<file path="src/status_map.vh">
`ifndef STATUS_MAP_VH
`define STATUS_MAP_VH
// set selectors
`define SET_DEV        2'h0
`define SET_OPER       2'h1
`define SET_CALIB      2'h2
`define SET_LOWLIM     2'h3
// command codes
`define CMD_COND       3'h0
`define CMD_EVENT      3'h1
`define CMD_ENAB_WR    3'h2
`define CMD_ENAB_RD    3'h3
`define CMD_NTR_WR     3'h4
`define CMD_NTR_RD     3'h5
`define CMD_PTR_WR     3'h6
`define CMD_PTR_RD     3'h7
// bit positions
`define DEV_NVM_BIT    3
`define OPER_CAL_BIT   0
`define OPER_MEAS_BIT  4
`define OPER_TRIG_BIT  5
`define OPER_SENS_BIT  10
`define OPER_LLF_BIT   11
`define OPER_ULF_BIT   12
`define CHILD_BIT      1
// used-bit masks per set
`define DEV_MASK       16'h0008
`define OPER_MASK      16'h1C31
`define CHILD_MASK     16'h0002
// preset values
`define PRE_ENAB_ONES  16'h7FFF
`define PRE_ENAB_ZERO  16'h0000
`define PRE_PTR        16'h7FFF
`define PRE_NTR        16'h0000
`endif

</file>
<file path="src/status_set.v">
`timescale 1ns/100ps
`default_nettype none
`include "status_map.vh"
module status_set #(
  parameter [15:0] USEDMASK  = 16'h0000,
  parameter [15:0] PREENABLE = 16'h7FFF
) (
  input  wire        clk,
  input  wire        nrst,
  input  wire [15:0] condIn,
  input  wire        preset,
  input  wire        enableWr,
  input  wire        ntrWr,
  input  wire        ptrWr,
  input  wire        eventClr,
  input  wire [15:0] wrData,
  output wire [15:0] condOut,
  output wire [15:0] eventOut,
  output wire [15:0] enableOut,
  output wire [15:0] ntrOut,
  output wire [15:0] ptrOut,
  output wire        summary
);
  reg  [15:0] cond_r;
  reg  [15:0] event_r;
  reg  [15:0] enable_r;
  reg  [15:0] ntr_r;
  reg  [15:0] ptr_r;
  wire [15:0] condNow;
  wire [15:0] hits;

  assign condNow = condIn & USEDMASK & 16'h7FFF;
  // rising edge through ptr, falling through ntr
  assign hits = ((condNow & ~cond_r) & ptr_r) |
                ((~condNow & cond_r) & ntr_r);

  always @(posedge clk or negedge nrst) begin
    if (!nrst) begin
      cond_r   <= 16'h0000;
      event_r  <= 16'h0000;
      enable_r <= PREENABLE;
      ntr_r    <= `PRE_NTR;
      ptr_r    <= `PRE_PTR;
    end else begin
      cond_r <= condNow;
      // a new hit survives a read-clear in the same cycle
      if (eventClr) begin
        event_r <= hits;
      end else begin
        event_r <= event_r | hits;
      end
      if (preset) begin
        enable_r <= PREENABLE;
        ntr_r    <= `PRE_NTR;
        ptr_r    <= `PRE_PTR;
      end else begin
        if (enableWr) begin
          enable_r <= {1'b0, wrData[14:0]};
        end
        if (ntrWr) begin
          ntr_r <= {1'b0, wrData[14:0]};
        end
        if (ptrWr) begin
          ptr_r <= {1'b0, wrData[14:0]};
        end
      end
    end
  end

  assign condOut   = cond_r;
  assign eventOut  = event_r & USEDMASK;
  assign enableOut = enable_r;
  assign ntrOut    = ntr_r;
  assign ptrOut    = ptr_r;
  assign summary   = |(event_r & enable_r & USEDMASK);
endmodule // status_set
`default_nettype wire

</file>
<file path="src/status_register_sets.v">
// Operation
// - condition query returns bits, no change
// - event query returns bits, then clears
// - enable write keeps low 15 bits
// - enable query returns stored mask
// - negative filter write keeps 15 bits
// - negative filter query returns contents
// - positive filter write keeps 15 bits
// - positive filter query returns contents
// - device bit 3 shows memory failure
// - operation bits 0, 4, 5 summaries
// - operation bits 10, 11, 12 summaries
// - unused bits read zero in condition and event queries; bit 15 always reads zero
// - calibrating bit sets at run start
// - calibrating bit clears at run end
// - lower limit bit sets on failure
// - clears on enabled passing measurement only
// - preset loads enables and filters
`timescale 1ns/100ps
`default_nettype none
`include "status_map.vh"
module status_register_sets (
  input  wire        clk,
  input  wire        nrst,
  // command port, one request per cycle
  input  wire        cmdValid,
  input  wire [1:0]  cmdSet,
  input  wire [2:0]  cmdOp,
  input  wire [15:0] cmdData,
  input  wire        presetReq,
  // device state inputs
  input  wire        nvmFailed,
  input  wire        calStart,
  input  wire        calDone,
  input  wire        measuringSummary,
  input  wire        triggerWaitSummary,
  input  wire        senseSummary,
  input  wire        upperLimitFailSummary,
  input  wire        limitFailed,
  input  wire        measDone,
  input  wire        limitTestEnabled,
  // answer port
  output reg         rspValid,
  output reg  [15:0] rspData
);
  ////////////////////////////////////////////////////////////////////////
  reg         calibrating_r;
  reg         lowerLimitFail_r;
  wire [15:0] cond0;
  wire [15:0] cond1;
  wire [15:0] cond2;
  wire [15:0] cond3;
  wire [3:0]  summ;
  wire [15:0] condQ [0:3];
  wire [15:0] evtQ  [0:3];
  wire [15:0] enQ   [0:3];
  wire [15:0] ntrQ  [0:3];
  wire [15:0] ptrQ  [0:3];
  wire [3:0]  selHit;
  wire        isEnWr;
  wire        isNtrWr;
  wire        isPtrWr;
  wire        isEvt;
  reg  [15:0] rspNxt;

  // start wins over done if both in one cycle
  always @(posedge clk or negedge nrst) begin
    if (!nrst) begin
      calibrating_r    <= 1'b0;
      lowerLimitFail_r <= 1'b0;
    end else begin
      if (calStart) begin
        calibrating_r <= 1'b1;
      end else if (calDone) begin
        calibrating_r <= 1'b0;
      end
      if (limitFailed) begin
        lowerLimitFail_r <= 1'b1;
      end else if (measDone && limitTestEnabled) begin
        lowerLimitFail_r <= 1'b0;
      end
    end
  end

  ////////////////////////////////////////////////////////////////////////
  assign cond0 = {12'h000, nvmFailed, 3'h0};
  assign cond2 = {14'h0000, calibrating_r, 1'b0};
  assign cond3 = {14'h0000, lowerLimitFail_r, 1'b0};
  // child summaries feed the parent one cycle late
  assign cond1 = {3'h0, upperLimitFailSummary, summ[`SET_LOWLIM],
                  senseSummary, 4'h0, triggerWaitSummary,
                  measuringSummary, 3'h0, summ[`SET_CALIB]};

  assign isEnWr  = cmdValid && (cmdOp == `CMD_ENAB_WR);
  assign isNtrWr = cmdValid && (cmdOp == `CMD_NTR_WR);
  assign isPtrWr = cmdValid && (cmdOp == `CMD_PTR_WR);
  assign isEvt   = cmdValid && (cmdOp == `CMD_EVENT);

  genvar g;
  generate
    for (g = 0; g < 4; g = g + 1) begin : gSet
      assign selHit[g] = (cmdSet == g);
      status_set #(
        .USEDMASK  (g == 0 ? `DEV_MASK :
                    (g == 1 ? `OPER_MASK : `CHILD_MASK)),
        .PREENABLE (g == 1 ? `PRE_ENAB_ZERO : `PRE_ENAB_ONES)
      ) uSet (
        .clk       (clk),
        .nrst      (nrst),
        .condIn    (g == 0 ? cond0 : (g == 1 ? cond1 :
                    (g == 2 ? cond2 : cond3))),
        .preset    (presetReq),
        .enableWr  (isEnWr && selHit[g]),
        .ntrWr     (isNtrWr && selHit[g]),
        .ptrWr     (isPtrWr && selHit[g]),
        .eventClr  (isEvt && selHit[g]),
        .wrData    (cmdData),
        .condOut   (condQ[g]),
        .eventOut  (evtQ[g]),
        .enableOut (enQ[g]),
        .ntrOut    (ntrQ[g]),
        .ptrOut    (ptrQ[g]),
        .summary   (summ[g])
      );
    end
  endgenerate

  ////////////////////////////////////////////////////////////////////////
  always @* begin
    case (cmdOp)
      `CMD_COND:    rspNxt = condQ[cmdSet];
      `CMD_EVENT:   rspNxt = evtQ[cmdSet];
      `CMD_ENAB_RD: rspNxt = enQ[cmdSet];
      `CMD_NTR_RD:  rspNxt = ntrQ[cmdSet];
      `CMD_PTR_RD:  rspNxt = ptrQ[cmdSet];
      default:      rspNxt = 16'h0000;
    endcase
  end

  // writes answer too, with zero, so every command is acknowledged
  always @(posedge clk or negedge nrst) begin
    if (!nrst) begin
      rspValid <= 1'b0;
      rspData  <= 16'h0000;
    end else begin
      rspValid <= cmdValid;
      if (cmdValid) begin
        rspData <= rspNxt & 16'h7FFF;
      end
    end
  end
endmodule // status_register_sets
`default_nettype wire

</file>
<file path="config.mk">
export PLATFORM = sky130hd
export DESIGN_NAME = status_register_sets
export DESIGN_NICKNAME = d
export VERILOG_FILES = /design/src/status_set.v /design/src/status_register_sets.v
export VERILOG_INCLUDE_DIRS = /design/src
export SDC_FILE = /design/constraint.sdc
export NUM_CORES = 1
export LEC_CHECK = 0
export BUFFER_PORTS_ARGS = -buffer_cell sky130_fd_sc_hd__buf_2
export CORE_ASPECT_RATIO = 0.75
export CORE_MARGIN = 1.5
export CORE_UTILIZATION = 40
export CTS_CLUSTER_SIZE = 28
export DETAILED_ROUTE_END_ITERATION = 8
export PLACE_DENSITY_LB_ADDON = 0.2
export SYNTH_ARGS = -nofsm -noshare
export SYNTH_HDL_FRONTEND = slang
export SYNTH_HIERARCHICAL = 1
export SYNTH_SLANG_ARGS = --single-unit
</file>
<file path="constraint.sdc">
create_clock -name clk -period 1.5 [get_ports clk]
set_clock_uncertainty 0.15 [all_clocks]
set_input_delay 0.3 -clock clk [delete_from_list [all_inputs] [get_ports clk]]
set_output_delay 0.3 -clock clk [all_outputs]
set_load 0.01 [all_outputs]
</file>
==> results_dict.tcl, run 1 <==
set metrics [dict create \
    status "finished with violations" \
    violations "negative setup slack" \
    path_buf_inv 1 \
    use_met1_pct 32.1 \
    grt_usage_pct 20.7 \
    overflow 0 \
    max-cap-violations 0 \
    drive_gt1_share_pct 36.5 \
    globalplace.congestion 0.746 \
    drtIter0Drc 463 \
    hold_viol_final 0 \
    die_y_um 154 \
    core_area_um2 30100 \
    final_cell_mix "nor2b_1 (121), dfrtp_1 (111), a211o_1 (106)" \
    utilization_pct 47.6 \
    final_common_cell "nor2b_1" \
    setup_viol 9 \
    clk_latency_ns 0.51 \
    crit_slowest_cell "dfrtp_1" \
    timing.setup.tns_ns -0.337 \
    wirelength_um 31600 \
    ios 52 \
    rsz0062_at_grt "yes" \
    synth_cells 1002 \
    worst_slack_ns -0.0801 \
    cp_cell_sequence "buf_2" \
    wire_per_inst_um 20.7 \
    port_buffers 49 \
    dpl.cell_count 1471 \
    cp_data_required_time_ns 1.05 \
    vias_per_cell 5.19 \
    cts.path.max_buffers 3 \
    instances_no_fill 1527 \
    worstSetupEndpointType "primary output" \
    grt_util_met3_pct 3.08 \
    use_met2_pct 31.1 \
    grt_max_degree 41 \
    first_pass_iters 5 \
    cpPeakStageDelay_ns 0.44 \
    cts_root_buffer "clkbuf_16" \
    yosysWarnings 6 \
    start_kind "flip-flop" \
    grt.busiest_layer "met1" \
    antenna_found_initial 3 \
    ir_drop_mv 0.650 \
    drc 0 \
    dp_hpwl_um 21300 \
    path_max_fanout 2 \
    pre_cts_ws_ns -0.404 \
    grt_pass1_wl_um 50100 \
    crit_type "reg2out" \
    via_count 7932 \
    start_util_pct 40.6 \
    grt_pass1_vias 8187 \
    cts_tree "yes" \
    ant_nets 0 \
    fin_crit_ns 1.58 \
    power_density_nw_per_um2 940 \
    finalCritPeriodShare_pct 105 \
    syn2layout_area_growth_pct 17.3 \
    slew_violations 0 \
    cp.arrival_ns 1.13 \
    critPathTopFamily "flip-flops" \
    numCtsBuffers 23 \
    leakage_nw 5.58 \
    syn_area_um2 12200 \
    cts.sinks 216 \
    nFillCells 2793 \
    max_freq_mhz 633 \
    h-tree-depth 1 \
    final_nets 1145 \
    syn_area_per_cell_um2 12.2 \
    whs_ns 0.0526 \
    fp.dieW_um 205 \
    die_area_um2 31700 \
    hold_path.class "in2reg" \
    rows 55 \
    clkTransAtPathRegs_ns 0.06 \
]
[metal layers]
metal / wire length (µm) / vias up
met5: 0 / -
met4: 398 / 0
met3: 1370 / 36
met2: 14100 / 168
met1: 15700 / 4092
li1: - / 3636
[sequential cells by signal, summed over array words and instances (netlist names)]
signal	cells
lowerLimitFail_r	1
gSet.uSet/enableOut	60
gSet.uSet/ptrOut	60
gSet.uSet/event_r	9
rspData	15
gSet.uSet/ntrOut	60
rspValid	1
calibrating_r	1
gSet.uSet/condOut	9
[cell type report]
class / count / area, µm² / area share (%)
timing repair buffer: 168 / 1650 / 11.5
inverter: 4 / 15.0 / 0.105
sequential: 216 / 5540 / 38.6
tap: 399 / 499 / 3.48
clock inverter: 5 / 53.8 / 0.375
antenna: 1 / 2.50 / 0.0174
clock buffer: 37 / 708 / 4.93
multi-input combinational: 697 / 5900 / 41.1
[worst paths after layout]
check                                        startpoint                        end  slack (ns)  cells past startpoint
worst max-delay path                         rspData[2]                 rspData[2]       -0.08                      1
worst min-delay path                         cmdData[6]     gSet[1].uSet/ptrOut[6]        0.05                      2
worst max register to register  gSet[1].uSet/condOut[5]                 rspData[5]       -0.07                      4
worst min register to register            calibrating_r    gSet[2].uSet/condOut[1]        0.29                      0
max in group asynchronous                          nrst  gSet[2].uSet/enableOut[5]        0.48                      3
min in group asynchronous                          nrst     gSet[1].uSet/ntrOut[0]        0.11                      2
[metrics by stage]
stage	area, µm²	power, mW
2_1_floorplan	12900	7.24
3_3_place_gp	13400	7.73
3_5_place_dp	13400	7.74
4_1_cts	14300	13.6
5_1_grt	14400	14.0
6_report	14400	13.5
[what timing repair did]
action                                  in CTS  in global routing
gates resized for setup                     13                 10
endpoints found under the setup margin      15                 22
endpoints found under the hold margin      158                  0
pin swaps                                    2                  3
setup buffers                                0                  1
hold buffers                                12                  0
[power by group]
group	internal, mW	total [mW]	switching [mW]	leakage [nW]
logic	0.750	1.61	0.859	2.64
clock network	3.40	5.76	2.36	0.378
registers	6.01	6.12	0.110	2.56
total	10.2	13.5	3.33	5.58
No activity file was read; power rests on OpenSTA's default activity.
==> run 2: changes to the inputs <==
--- a/config.mk
+++ b/config.mk
@@ -9,10 +9,11 @@
 export BUFFER_PORTS_ARGS = -buffer_cell sky130_fd_sc_hd__buf_2
 export CORE_ASPECT_RATIO = 0.75
 export CORE_MARGIN = 1.5
-export CORE_UTILIZATION = 40
+export CORE_UTILIZATION = 50
 export CTS_CLUSTER_SIZE = 28
 export DETAILED_ROUTE_END_ITERATION = 8
-export PLACE_DENSITY_LB_ADDON = 0.2
+export MAX_ROUTING_LAYER = met4
+export PLACE_DENSITY = 0.76
 export SYNTH_ARGS = -nofsm -noshare
 export SYNTH_HDL_FRONTEND = slang
 export SYNTH_HIERARCHICAL = 1
==> run 2 against run 1 <==
The run still ends with negative setup slack left. Via count grew 4.2%. Non-clock buffer count grew 6. Count of clock-buffer cells in the layout shrank 9. Global-route usage grew 5.2 points. Setup slack lost 0.0049 ns. Die area shrank 20%. Worst hold slack lost 0.021 ns. Design area shrank 1.1%. Clock power shrank 2%. Flip-flop and latch count is the same. Critical path depth is the same.
==> results_dict.tcl, run 2 (synthesis gave the netlist of run 1 again) <==
set metrics [dict create \
    status "finished with violations" \
    violations "negative setup slack" \
    setup_viol 10 \
    die_y_um 138 \
    timing.setup.tns_ns -0.324 \
    path_buf_inv 1 \
    grt_pass1_wl_um 49100 \
    cp.arrival_ns 1.14 \
    finalCritPeriodShare_pct 106 \
    drc 0 \
    slew-limit-headroom_pct 65.7 \
    power_mw 13.3 \
    fp.dieW_um 184 \
    use_met1_pct 36.5 \
    final_nets 1150 \
    drive_gt1_share_pct 36.9 \
    path_max_fanout 3 \
    crit_start "rspData[13]" \
    hold_path.class "in2reg" \
    rsz0062_at_grt "yes" \
    core_area_um2 24000 \
    h-tree-depth 1 \
    critPathTopFamily "flip-flops" \
    max_freq_mhz 631 \
    ir_drop_mv 1.09 \
    start_util_pct 51.1 \
    clkTransAtPathRegs_ns 0.07 \
    crit_type "reg2out" \
    power_density_nw_per_um2 939 \
    worstSetupEndpointType "primary output" \
    cp_data_required_time_ns 1.05 \
    fin_crit_ns 1.59 \
    first_pass_iters 5 \
    hold_viol_final 0 \
    cts_tree "yes" \
    wirelength_um 30900 \
    r2r-start "gSet[3].uSet/ntrOut[5]" \
    cp_cell_sequence "buf_2" \
    numCtsBuffers 22 \
    use_met2_pct 39.3 \
    grt_util_met3_pct 3.61 \
    via_count 8269 \
    final_cell_mix "nor2b_1 (121), dfrtp_1 (111), a211o_1 (106)" \
    leakage_nw 5.56 \
    drtIter0Drc 571 \
    clk_latency_ns 0.52 \
    ant_nets 0 \
    die_area_um2 25400 \
    ios 52 \
    grt.busiest_layer "met2" \
    slew_violations 0 \
    rows 49 \
    wire_per_inst_um 21.1 \
    cts.sinks 216 \
    worst_pin_slew_ns 0.514 \
    globalplace.congestion 0.803 \
    grt_max_degree 57 \
    antenna_found_initial 1 \
    port_buffers 49 \
    worst_slack_ns -0.0850 \
    start_kind "flip-flop" \
    cpPeakStageDelay_ns 0.44 \
    crit_slowest_cell "dfrtp_1" \
    max-cap-violations 0 \
    grt_pass1_vias 8625 \
    cts.path.max_buffers 3 \
    grt_usage_pct 25.8 \
    final_common_cell "nor2b_1" \
    cts_root_buffer "clkbuf_16" \
    vias_per_cell 5.65 \
    dp_hpwl_um 20400 \
    hp-start "cmdValid" \
    syn2layout_area_growth_pct 16.1 \
    overflow 0 \
]
==> run 2: final cells by class <==
cell class	count	area [µm²]
sequential	216	5540
inverter	4	15.0
clock buffer	28	573
fill	1914	9760
clock inverter	12	158
multi-input combinational	697	5910
antenna	2	5.00
timing repair buffer	174	1600
tap	331	414
==> run 2: what timing repair did <==
action	4_1_cts	5_1_grt
setup endpoints to repair	17	24
hold buffers	10	0
gates resized for setup	9	9
setup buffers	2	4
hold endpoints to repair	134	0
pin swaps	3	3
==> run 2: per-layer routing <==
| layer | part of all wire (%) | up-vias |
|---|---|---|
| met4 | 2.5 | 0 |
| met5 | 0 | - |
| li1 | - | 3654 |
| met1 | 45 | 4273 |
| met2 | 47 | 282 |
| met3 | 5.8 | 60 |
==> run 2: power breakdown <==
group | internal [mW] | leakage [nW] | total (mW) | switching [mW]
Clock | 3.25 | 0.348 | 5.63 | 2.38
Combinational | 0.736 | 2.66 | 1.60 | 0.861
Sequential | 6.01 | 2.56 | 6.12 | 0.107
Total | 10.0 | 5.56 | 13.3 | 3.34
==> run 2: path summary, 6_finish.rpt <==
kind / to / slack [ns] / depth (start not counted)
max: rspData[13] / -0.09 / 1
min: rspValid / 0.03 / 2
max reg2reg: rspData[5] / -0.06 / 4
min reg2reg: gSet[2].uSet/condOut[1] / 0.28 / 0
max in group asynchronous: gSet[2].uSet/enableOut[10] / 0.46 / 3
min in group asynchronous: lowerLimitFail_r / 0.07 / 2
==> run 2: worst reg2reg max path, cell delays in order (launching register included) <==
cell and delay (ns):
dfrtp_1 0.40, mux2_2 0.30, o211ai_1 0.18, o32ai_1 0.10, a211o_1 0.31
==> run 2: metrics by stage <==
stage | setup slack [ns] | utilization (%) | hold WS, ns | instances | area (µm²)
detailed placement | -0.451 | 55.2 | 0.0603 | 1406 | 13200
CTS | -0.0989 | 58.9 | 0.0207 | 1458 | 14100
floorplan | -0.120 | - | -0.146 | 1100 | 12900
finish | -0.0850 | 59.3 | 0.0321 | 1464 | 14200
global route | -0.119 | 59.3 | 0.0278 | 1463 | 14200
global placement | -0.419 | 55.2 | 0.0610 | 1406 | 13200
